### src/hw/plf_pkg.sv
// Purpose: shared constants for the measurand readout and limit flag block
// Assumes: one module clock, synchronous active-high reset
// Notes: identifiers, field positions and float limits live here only
package plf_pkg;
	// ***********************************************************
	// measurand identifiers
	// ***********************************************************
	localparam logic [5:0] ID_ENERGY_FIRST = 6'h01; // first energy counter
	localparam logic [5:0] ID_ENERGY_LAST = 6'h08; // last energy counter
	localparam logic [5:0] ID_TOTAL_ACTIVE = 6'h09; // total active power
	localparam logic [5:0] ID_TOTAL_APPARENT = 6'h0B; // last three-phase total
	localparam logic [5:0] ID_OVFL_CONSUMER = 6'h27; // overflow counter 39
	localparam logic [5:0] ID_OVFL_PRODUCER = 6'h28; // overflow counter 40
	localparam logic [5:0] ID_STATUS = 6'h29; // limit status word, 41
	localparam int NUM_MEASURANDS = 41; // count of measurand slots
	// ***********************************************************
	// data set identifier
	// ***********************************************************
	localparam logic [3:0] DSID_FIRST = 4'h1; // lowest data set identifier
	localparam logic [3:0] DSID_LAST = 4'hF; // highest data set identifier
	// ***********************************************************
	// float limits, ieee single encoding
	// ***********************************************************
	localparam logic [31:0] FLT_ENERGY_MAX = 32'h4E03_0F55; // 5.49705e8 Wh
	localparam logic [31:0] FLT_POWER_MAX = 32'h4A64_DE60; // 3.75e6
	localparam logic [31:0] FLT_ZERO = 32'h0000_0000; // float zero
	localparam logic [30:0] FLT_MAG_MASK = 31'h7FFF_FFFF; // magnitude bits
	localparam int FLT_SIGN_BIT = 31; // sign position
	// ***********************************************************
	// limit condition vector positions (status word bits 15:0)
	// ***********************************************************
	localparam int COND_W = 16; // width of condition vector
	localparam int ST_UV_L2 = 0; // phase 2 undervoltage
	localparam int ST_UV_L3 = 1; // phase 3 undervoltage
	localparam int ST_OV_L1 = 2; // phase 1 overvoltage
	localparam int ST_OV_L2 = 3; // phase 2 overvoltage
	localparam int ST_OV_L3 = 4; // phase 3 overvoltage
	localparam int ST_OVERTEMP = 5; // overtemperature
	localparam int ST_UNDERFREQ = 6; // underfrequency
	localparam int ST_OVERFREQ = 7; // overfrequency
	localparam int ST_RESET_SEEN = 8; // module went through reset
	localparam int ST_OC_L1 = 9; // phase 1 overcurrent
	localparam int ST_OC_L3 = 11; // phase 3 overcurrent
	localparam int ST_PF_L1 = 12; // phase 1 power factor low
	localparam int ST_PF_L3 = 14; // phase 3 power factor low
	localparam int ST_UV_L1 = 15; // phase 1 undervoltage
	localparam logic [15:0] STATUS_UPPER_ZERO = 16'h0000; // status bytes 2 and 3
	localparam logic [15:0] STATUS_RESET_VAL = 16'h0100; // reset-seen flag only
	// ***********************************************************
	// acknowledge command
	// ***********************************************************
	localparam logic [7:0] CMD_ACK_STATUS = 8'h04; // clears reset-seen and flags
	localparam int BYTE_W = 8; // width of one transferred byte
	localparam logic [1:0] BYTE_IDX_LAST = 2'h3; // last byte of a word
	typedef enum logic [1:0] {PLF_IDLE, PLF_SEND} plf_state_e;
endpackage

### src/hw/plf_readout.sv
// Purpose: float measurand readout with sticky limit status word
// Assumes: one 250 MHz clock, synchronous active-high reset, same-clock host
// Notes: the host selects a measurand by id; word leaves msb byte first
//
// Overview of operation
// - return value only for requested id; 41=status
// - energy counters clamp to 0..5.49705e8 Wh
// - overflow counters 39 and 40 inactive
// - total power magnitude saturates at 3.75e6, sign kept
// - status flags refresh when data set advances
// - flags stay set until acknowledged
// - acknowledge also switches off limit lamps
// - status word sent high byte first
// - byte 0: voltage, temperature, frequency flags
// - byte 1: current, power factor, L1 undervoltage
// - reset-seen bit set by reset, ack 0x04 clears
// - one measurement shares data set id 1..15
`timescale 1ns/100ps
`default_nettype none
module plf_readout
	import plf_pkg::*;
(
	// clock and reset
	input wire logic CORE_CLK_I,
	input wire logic RESET_I,
	// measurement front end
	input wire logic MEAS_STROBE_I, // one pulse per finished measurement
	input wire logic [31:0] MEAS_VALUE_I, // float value for MEAS_ID_I
	input wire logic [5:0] MEAS_ID_I, // id being written this cycle
	input wire logic MEAS_WE_I, // write of one measurand value
	input wire logic [COND_W-1:0] LIMIT_COND_I, // live limit conditions
	// host request
	input wire logic REQ_VALID_I, // read request pulse
	input wire logic [5:0] REQ_ID_I, // requested measurand id
	input wire logic CMD_VALID_I, // frame command pulse
	input wire logic [7:0] CMD_CODE_I, // frame command code
	// host response
	output logic RSP_VALID_O, // one byte of response valid
	output logic [7:0] RSP_BYTE_O, // response byte, msb first
	output logic RSP_LAST_O, // last byte of the word
	output logic RSP_ERR_O, // id not available
	output logic [3:0] DSID_O, // current data set identifier
	output logic [COND_W-1:0] LAMP_O // limit indicator lamps
);
	// ***********************************************************
	// measurand store
	// ***********************************************************
	logic [31:0] meas_mem [0:NUM_MEASURANDS]; // value per id, slot 0 unused
	logic [31:0] wr_value; // clamped value to store
	wire wr_energy = (MEAS_ID_I >= ID_ENERGY_FIRST) && (MEAS_ID_I <= ID_ENERGY_LAST);
	wire wr_power = (MEAS_ID_I >= ID_TOTAL_ACTIVE) && (MEAS_ID_I <= ID_TOTAL_APPARENT);
	wire wr_ovfl = (MEAS_ID_I == ID_OVFL_CONSUMER) || (MEAS_ID_I == ID_OVFL_PRODUCER);
	wire in_sign = MEAS_VALUE_I[FLT_SIGN_BIT];
	wire [30:0] in_mag = MEAS_VALUE_I[30:0] & FLT_MAG_MASK;
	wire energy_hi = in_mag > FLT_ENERGY_MAX[30:0];
	wire power_hi = in_mag > FLT_POWER_MAX[30:0];
	// positive float magnitudes order like integers, so compare bits directly
	always_comb begin
		wr_value = MEAS_VALUE_I;
		if (wr_energy) begin
			if (in_sign) begin
				wr_value = FLT_ZERO;
			end else if (energy_hi) begin
				wr_value = FLT_ENERGY_MAX;
			end
		end else if (wr_power && power_hi) begin
			wr_value = {in_sign, FLT_POWER_MAX[30:0]};
		end else if (wr_ovfl) begin
			wr_value = FLT_ZERO;
		end
	end
	wire wr_ok = MEAS_WE_I && (MEAS_ID_I != 6'h00) && (MEAS_ID_I < ID_STATUS);
	// store one value; no reset since contents are only data
	always_ff @(posedge CORE_CLK_I) begin
		if (wr_ok) begin
			meas_mem[MEAS_ID_I] <= wr_value;
		end
	end
	// ***********************************************************
	// data set identifier
	// ***********************************************************
	logic [3:0] dsid_reg;
	wire [3:0] dsid_next = (dsid_reg == DSID_LAST) ? DSID_FIRST : dsid_reg + 4'h1;
	// wraps 15 to 1, never shows 0
	always_ff @(posedge CORE_CLK_I) begin
		if (RESET_I) begin
			dsid_reg <= DSID_FIRST;
		end else if (MEAS_STROBE_I) begin
			dsid_reg <= dsid_next;
		end
	end
	assign DSID_O = dsid_reg;
	// ***********************************************************
	// sticky limit flags
	// ***********************************************************
	logic [COND_W-1:0] flags; // sticky status bits 15:0
	wire ack = CMD_VALID_I && (CMD_CODE_I == CMD_ACK_STATUS);
	// conditions sampled only on refresh, so flags move with the data set
	wire [COND_W-1:0] set_vec = MEAS_STROBE_I ? LIMIT_COND_I : '0;
	genvar g;
	generate
		for (g = 0; g < COND_W; g++) begin : g_flag
			if (g == ST_RESET_SEEN) begin : g_rst
				plf_sticky_flag u_flag (
					.clk_i(CORE_CLK_I),
					.rst_i(RESET_I),
					.rst_val_i(1'b1),
					.set_i(1'b0),
					.ack_i(ack),
					.flag_o(flags[g])
				);
			end else begin : g_lim
				plf_sticky_flag u_flag (
					.clk_i(CORE_CLK_I),
					.rst_i(RESET_I),
					.rst_val_i(1'b0),
					.set_i(set_vec[g]),
					.ack_i(ack),
					.flag_o(flags[g])
				);
			end
		end
	endgenerate
	// bit order of byte 0 and byte 1 is the condition vector order
	wire [31:0] status_word = {STATUS_UPPER_ZERO, flags};
	// lamps follow the flags one cycle later, so ack darkens them too
	always_ff @(posedge CORE_CLK_I) begin
		if (RESET_I) begin
			LAMP_O <= '0;
		end else begin
			LAMP_O <= flags;
		end
	end
	// ***********************************************************
	// response serialiser
	// ***********************************************************
	plf_state_e state_reg;
	logic [31:0] shift_reg; // word being sent
	logic [1:0] idx_reg; // byte counter
	wire req_ok = (REQ_ID_I != 6'h00) && (REQ_ID_I <= ID_STATUS);
	wire [31:0] sel_word = (REQ_ID_I == ID_STATUS) ? status_word : meas_mem[REQ_ID_I];
	// requests arriving while a word is in flight are ignored
	always_ff @(posedge CORE_CLK_I) begin
		if (RESET_I) begin
			state_reg <= PLF_IDLE;
			shift_reg <= '0;
			idx_reg <= '0;
			RSP_VALID_O <= 1'b0;
			RSP_BYTE_O <= '0;
			RSP_LAST_O <= 1'b0;
			RSP_ERR_O <= 1'b0;
		end else begin
			RSP_ERR_O <= 1'b0;
			case (state_reg)
				PLF_IDLE: begin
					RSP_VALID_O <= 1'b0;
					RSP_LAST_O <= 1'b0;
					if (REQ_VALID_I && req_ok) begin
						shift_reg <= sel_word;
						idx_reg <= '0;
						state_reg <= PLF_SEND;
					end else if (REQ_VALID_I) begin
						RSP_ERR_O <= 1'b1; // unknown id, no data
					end
				end
				PLF_SEND: begin
					RSP_VALID_O <= 1'b1;
					RSP_BYTE_O <= shift_reg[31 -: BYTE_W];
					shift_reg <= {shift_reg[23:0], 8'h00};
					RSP_LAST_O <= (idx_reg == BYTE_IDX_LAST);
					idx_reg <= idx_reg + 2'h1;
					if (idx_reg == BYTE_IDX_LAST) begin
						state_reg <= PLF_IDLE;
					end
				end
				default: begin
					state_reg <= PLF_IDLE;
				end
			endcase
		end
	end
endmodule
`default_nettype wire

### src/hw/plf_sticky_flag.sv
// Purpose: one sticky limit flag with acknowledge
// Assumes: set and ack come from logic on the same clock
// Notes: a set in the ack cycle wins, so no event is lost
`timescale 1ns/100ps
`default_nettype none
module plf_sticky_flag (
	// clock and reset
	input wire logic clk_i,
	input wire logic rst_i,
	input wire logic rst_val_i, // constant value taken under reset
	// control
	input wire logic set_i, // condition sampled on a refresh
	input wire logic ack_i, // acknowledge pulse
	// state
	output logic flag_o
);
	// ***********************************************************
	// flag store
	// ***********************************************************
	// set wins over ack; violation vanishing never clears
	always_ff @(posedge clk_i) begin
		if (rst_i) begin
			flag_o <= rst_val_i;
		end else if (set_i) begin
			flag_o <= 1'b1;
		end else if (ack_i) begin
			flag_o <= 1'b0;
		end
	end
endmodule
`default_nettype wire

### config.mk
export PLATFORM = sky130hd
export DESIGN_NAME = plf_readout
export DESIGN_NICKNAME = d
export VERILOG_FILES = /design/src/hw/plf_pkg.sv /design/src/hw/plf_readout.sv /design/src/hw/plf_sticky_flag.sv
export SDC_FILE = /design/constraint.sdc
export NUM_CORES = 2
export LEC_CHECK = 0
export BUFFER_PORTS_ARGS = -buffer_cell sky130_fd_sc_hd__buf_2
export CAP_MARGIN = 20
export CORE_MARGIN = 4
export CORE_UTILIZATION = 35
export DETAILED_ROUTE_END_ITERATION = 16
export MAX_ROUTING_LAYER = met4
export PLACE_DENSITY = 0.58
export SYNTH_ARGS = -nofsm -noshare
export SYNTH_HDL_FRONTEND = slang
export SYNTH_SLANG_ARGS = --single-unit
### constraint.sdc
create_clock -name CORE_CLK_I -period 3.5 [get_ports CORE_CLK_I]
set_input_delay 0.175 -clock CORE_CLK_I [delete_from_list [all_inputs] [get_ports CORE_CLK_I]]
set_output_delay 0.175 -clock CORE_CLK_I [all_outputs]
set_load 0.01 [all_outputs]
* After elaboration in Yosys (flattened, before gate mapping)
Memories as Yosys holds them, arrays and structs flattened.
Index checks and enable logic that the tools add are counted.
** Word-level totals
- Register bits :: 83
- Memory bits (writable) :: 1344
- Input bits :: 74
- Output and inout bits :: 31
- Logic and storage cells :: 113
- Memories kept :: 1
** Memory list
- meas_mem :: words 42, width 32, read ports 1, clocked after memory_dff 0, wr ports 1, line plf_readout.sv:48 : logic [31:0] meas_mem [0:NUM_MEASURANDS];
** Cells by class
- Add/sub/neg operators :: 2
- Magnitude comparators :: 8
- Eq/ne operators :: 9
- Muxes and demuxes :: 36
- Bitwise operators :: 1
- Reductions and logical operators :: 31
** Operator list (number)
- 32-bit 2-to-1 mux :: 5
- 32-bit case mux with 2 select lines :: 1
- 31-bit > comparator (second input constant) :: 2
- 31-bit 2-to-1 mux :: 2
- 2-bit nonzero test :: 16
- 1-bit 2-to-1 mux :: 19
- 6-bit == test (second input constant) :: 3
- 16-bit 2-to-1 mux :: 1
- 6-bit by 4-bit <= comparator with 1-bit output (second input constant) :: 2
- 6-bit nonzero test :: 2
- 8-bit by 3-bit == test with 1-bit output (second input constant) :: 1
- 1-bit logical AND :: 8
- 2-bit case mux with 2 select lines :: 2
- 6-bit by 1-bit >= comparator with 1-bit output (second input constant) :: 1
- 6-bit by 4-bit >= comparator with 1-bit output (second input constant) :: 1
- 6-bit <= comparator (second input constant) :: 1
- 6-bit less-than comparator (second input constant) :: 1
- 2-bit 2-to-1 mux :: 3
- 4-bit by 1-bit adder with 4-bit output (second input constant) :: 1
- 4-bit == test (second input constant) :: 1
- 4-bit 2-to-1 mux :: 1
- 2-bit != test (second input constant) :: 2
- 1-bit case mux with 2 select lines :: 2
- 2-bit AND reduction :: 2
- 7 further kinds :: 7

* Longest topological paths before layout
- Depth after elaboration :: 5
- Depth in mapped cells :: 12
- Mapped depth without buffers :: 6

* Cells and area by module
A second synthesis with hierarchy kept.
** Second synthesis, totals
- Cell total of the unflattened synthesis :: 2680
- Area total of the unflattened synthesis :: 55833.5 um^2
** By module, submodules not included
- plf_readout :: times used 1, cells an instance 2632, area an instance 55072.8 um^2, seq. area each 41680.0 um^2
- plf_sticky_flag :: times used 16, cells an instance 3, area an instance 47.5 um^2, seq. area each 30.0 um^2

* Least setup slack after synthesis
Ideal clock, no wire load.
- Kind :: input port to flip-flop
- From :: input port MEAS_ID_I[2]
- To :: memory meas_mem[0][13] (data pin)
- Setup time :: 547 ps
- Data arrival time :: 3276 ps
- Required time :: 2953 ps
- Path slack :: -323 ps
- Stages on the path :: 7
- Buffers on the path :: 2
- Cells stage by stage :: buf_2 -> or3_1 -> buf_2 -> xnor2_1 -> nor4_1 -> o21ai_1 -> a21boi_0
** Between the ends
- Longest elaborated chain between the ends :: 5
- Elaborated cells on any way between the ends :: 13
- Classes of those cells :: 4 x order compare; 2 x eq/ne; 3 x mux; 4 x reduce/logical
** Ends and longest elaborated chain
- from (decl) :: line plf_readout.sv:29 : input wire logic [5:0] MEAS_ID_I,
- 6-bit by 4-bit >= comparator with 1-bit output (tied with other cells) :: line plf_readout.sv:51 : wire wr_power = (MEAS_ID_I >= ID_TOTAL_ACTIVE) && (MEAS_ID_I <= ID_TOTAL_APPARENT);
- 1-bit logical AND / 1-bit logical OR (equally long branches) :: line plf_readout.sv:51, plf_readout.sv:52
- 1-bit logical AND / 32-bit 2-to-1 mux (equally long branches) :: line plf_readout.sv:66, plf_readout.sv:68
- 32-bit 2-to-1 mux :: line plf_readout.sv:66 : end else if (wr_power && power_hi) begin
- 32-bit 2-to-1 mux (*) :: line plf_readout.sv:60 : if (wr_energy) begin
- via wr_value[13] :: line plf_readout.sv:49 : logic [31:0] wr_value;
- to (decl) :: line plf_readout.sv:48
The timed path passes the listed nets; every way through them passes the cells marked *.

* Worst setup path in the final report
- From :: input port MEAS_ID_I[3]
- To :: memory meas_mem[33][6] (data pin)
The elaborated chain is that of the path after synthesis.

==> results.json <==
{
  "num-nets-final": 3219,
  "drcViolationCount": 0,
  "synth_cells": 2793,
  "routed_wl_um": 142000,
  "ys_async_sr_fraction": 0,
  "clockBufferDepth": 3,
  "ff2ff_path_depth": 4,
  "setup_slack_ps": 970,
  "critPathBufInv": 4,
  "grt_use_total": 0.176,
  "viasPerCell": 5.38,
  "path_max_fanout": 42,
  "r2r_slack_ps": 1070,
  "first_pass_iters": 5,
  "area_growth_pct": 17.3,
  "start_kind": "input pin",
  "clock_latency_ps": 780,
  "root_buffer": "clkbuf_16",
  "cp.arrival_ps": 3020,
  "timing.rr.end": "shift_reg[8]",
  "fin_worst_skew_ps": 32.7,
  "cts_inserted_buffers": 146,
  "final_cell_mix": "edfxtp_1, mux4_2, clkbuf_16",
  "cts_resized": 0,
  "power-per-cell-area_nw_per_um2": 568,
  "final-hold-violation-count": 0,
  "coreArea_um2": 157000,
  "final_common_cell": "edfxtp_1",
  "tightest_slew_ps": 1140,
  "fillers": 13700,
  "critical_path_required_ps": 3990,
  "overflow": 0,
  "post-route-min-period_ps": 2530,
  "largest_reg_flops": 1344,
  "synth-edff-count": 1344,
  "first_global_vias": 28400,
  "vdd_drop_max_mv": 0.540,
  "dp_slack_ps": 450,
  "ys_types": 73,
  "crit_type": "in -> reg",
  "rows": 145,
  "grt_max_degree": 66,
  "drive_gt1_frac": 0.259,
  "dieArea_um2": 165000,
  "cp-end-kind": "flip-flop",
  "hold_class": "in -> reg",
  "status": "complete, no violations",
  "max_freq_mhz": 395,
  "holdPathEnd": "meas_mem[16][13]",
  "port_buffers": 103,
  "cp_slowest_cell": "dlygate4sd3_1",
  "drt_iter0_markers": 3153,
  "yosys_warnings": 0,
  "ff_latch_area_um2": 42000,
  "drv_cap": 0,
  "die_h_um": 406,
  "routedWlPerCell_um": 26.6,
  "min_period_over_period": 0.723,
  "htreeDepth": 4,
  "dp.final_hpwl_um": 85400,
  "post_cts_buffers": 0,
  "path_clk_slew_ps": 60,
  "slew_viol_final": 0,
  "cp_top_family": "buffers and inverters",
  "syn_avg_cell_area_um2": 19.9,
  "dp.cells": 5022,
  "synth-seq-cells": 1426,
  "rsz0062_at_grt": "false",
  "setup_tns_ps": 0,
  "cp_cell_sequence": "dlygate4sd3_1 -> buf_2 -> nor2b_1 -> nand2_1 -> or3_1 -> nor2_2 -> buf_4 -> a211o_1 -> buf_4",
  "max_slew_margin": 0.238,
  "vias": 28600,
  "synthesis.area_um2": 55500,
  "whs_ps": 120,
  "slowest_delay_ps": 530,
  "whs_path_depth": 5,
  "cts.sinks": 1426,
  "yosysSeqAreaShare": 0.757,
  "io_pins": 105,
  "min_from": "MEAS_VALUE_I[31]",
  "setup_viol": 0,
  "cts_tree": "done",
  "start_util": 0.353,
  "multi_input_area_um2": 13200,
  "antenna_found_initial": 4,
  "grt_pass1_wl_um": 203000,
  "p_leak_nw": 20.4,
  "crit-reg2reg-launch": "meas_mem[31][8]",
  "antenna_left": 0,
  "synth_flop_cell": "edfxtp_1",
  "cts_hold_buf": 24,
  "place_congestion": 0.803,
  "finalNonFillerCells": 5315,
  "die_x_um": 406,
  "worst_path_most_repeated_cell": "buf_4"
}
-- kinds of logic after synthesis --
| logic type | after synthesis | share of synthesized area |
|---|---|---|
| flip-flops | 1426 | 0.757 |
| multiplexers | 444 | 0.144 |
| AND/OR/NAND/NOR | 409 | 0.0385 |
| AO/OA/AOI/OAI | 350 | 0.0431 |
| buffers and inverters | 159 | 0.0166 |
| adder cells (fa/ha/maj) | 2 | 0.000451 |
| XOR/XNOR | 2 | 0.000316 |
| other | 1 | 0.0000676 |
-- through the flow --
stage                util  total power [mW]  instance area (µm²)
finish              0.415              36.9                65100
global route        0.414              38.2                65000
CTS                 0.414              37.3                64900
detailed placement  0.382              21.7                59900
global placement    0.382              21.7                59900
floorplan               -              20.8                55700
-- worst min-delay path, stage by stage --
cell	delay, ps
buf_2	100
nor4_1	80
o21ai_2	100
a21boi_4	80
buf_12	160
-- power breakdown --
| group | leakage, nW | internal [mW] | switching, mW |
|---|---|---|---|
| Clock | 2.32 | 8.97 | 6.57 |
| Sequential | 12.2 | 19.1 | 0.110 |
| Combinational | 5.85 | 0.793 | 1.42 |
-- synthesized netlist by cell type (all sizes together) (10+ instances only) --
cell,count,area share
a22oi,45,0.0061
nand3,33,0.0030
and3,15,0.0017
nand2,80,0.0054
clkbuf,53,0.0036
edfxtp,1344,0.73
and2,12,0.0014
a221oi,13,0.0021
mux2i,143,0.026
nor2b,56,0.0063
a22o,22,0.0035
a211oi,27,0.0037
buf,102,0.013
o22ai,36,0.0041
nor3,38,0.0037
o21ai,39,0.0035
mux4,277,0.11
mux2,24,0.0049
a21o,10,0.0014
a21oi,80,0.0072
o211ai,17,0.0023
dfxtp,82,0.030
nand4,12,0.0014
a21boi,11,0.0015
nor2,92,0.0062
nor3b,19,0.0028
nand2b,10,0.0011
-- how the worst max path moves through the flow --
stage / cells after the start / end / from / slack (ps)
after floorplan: 7 / meas_mem[0][13] / MEAS_ID_I[2] / -320
after global placement: 7 / meas_mem[36][2] / MEAS_ID_I[2] / 520
after detailed placement: 7 / meas_mem[39][2] / MEAS_ID_I[2] / 450
after CTS: 9 / meas_mem[39][9] / MEAS_ID_I[3] / 1010
after global routing: 9 / meas_mem[35][6] / MEAS_ID_I[3] / 860
final: 9 / meas_mem[33][6] / MEAS_ID_I[3] / 970
-- per-layer routing --
layer	share of wire	GRT usage	vias to the layer above
li1	-	-	12200
met5	0	-	-
met1	0.44	0.246	15100
met4	0.017	0.0421	0
met3	0.079	0.0405	185
met2	0.46	0.265	1006
-- cell type report --
cell class | instances | area share
clock inverters | 73 | 0.0132
well taps | 2058 | 0.0396
clock buffers | 185 | 0.0603
flip-flops and latches | 1426 | 0.646
multi-input cells | 1271 | 0.204
repair buffers | 294 | 0.0373
diodes | 4 | 0.000154
inverters | 4 | 0.000231
Power figures use the tool's default switching activity.
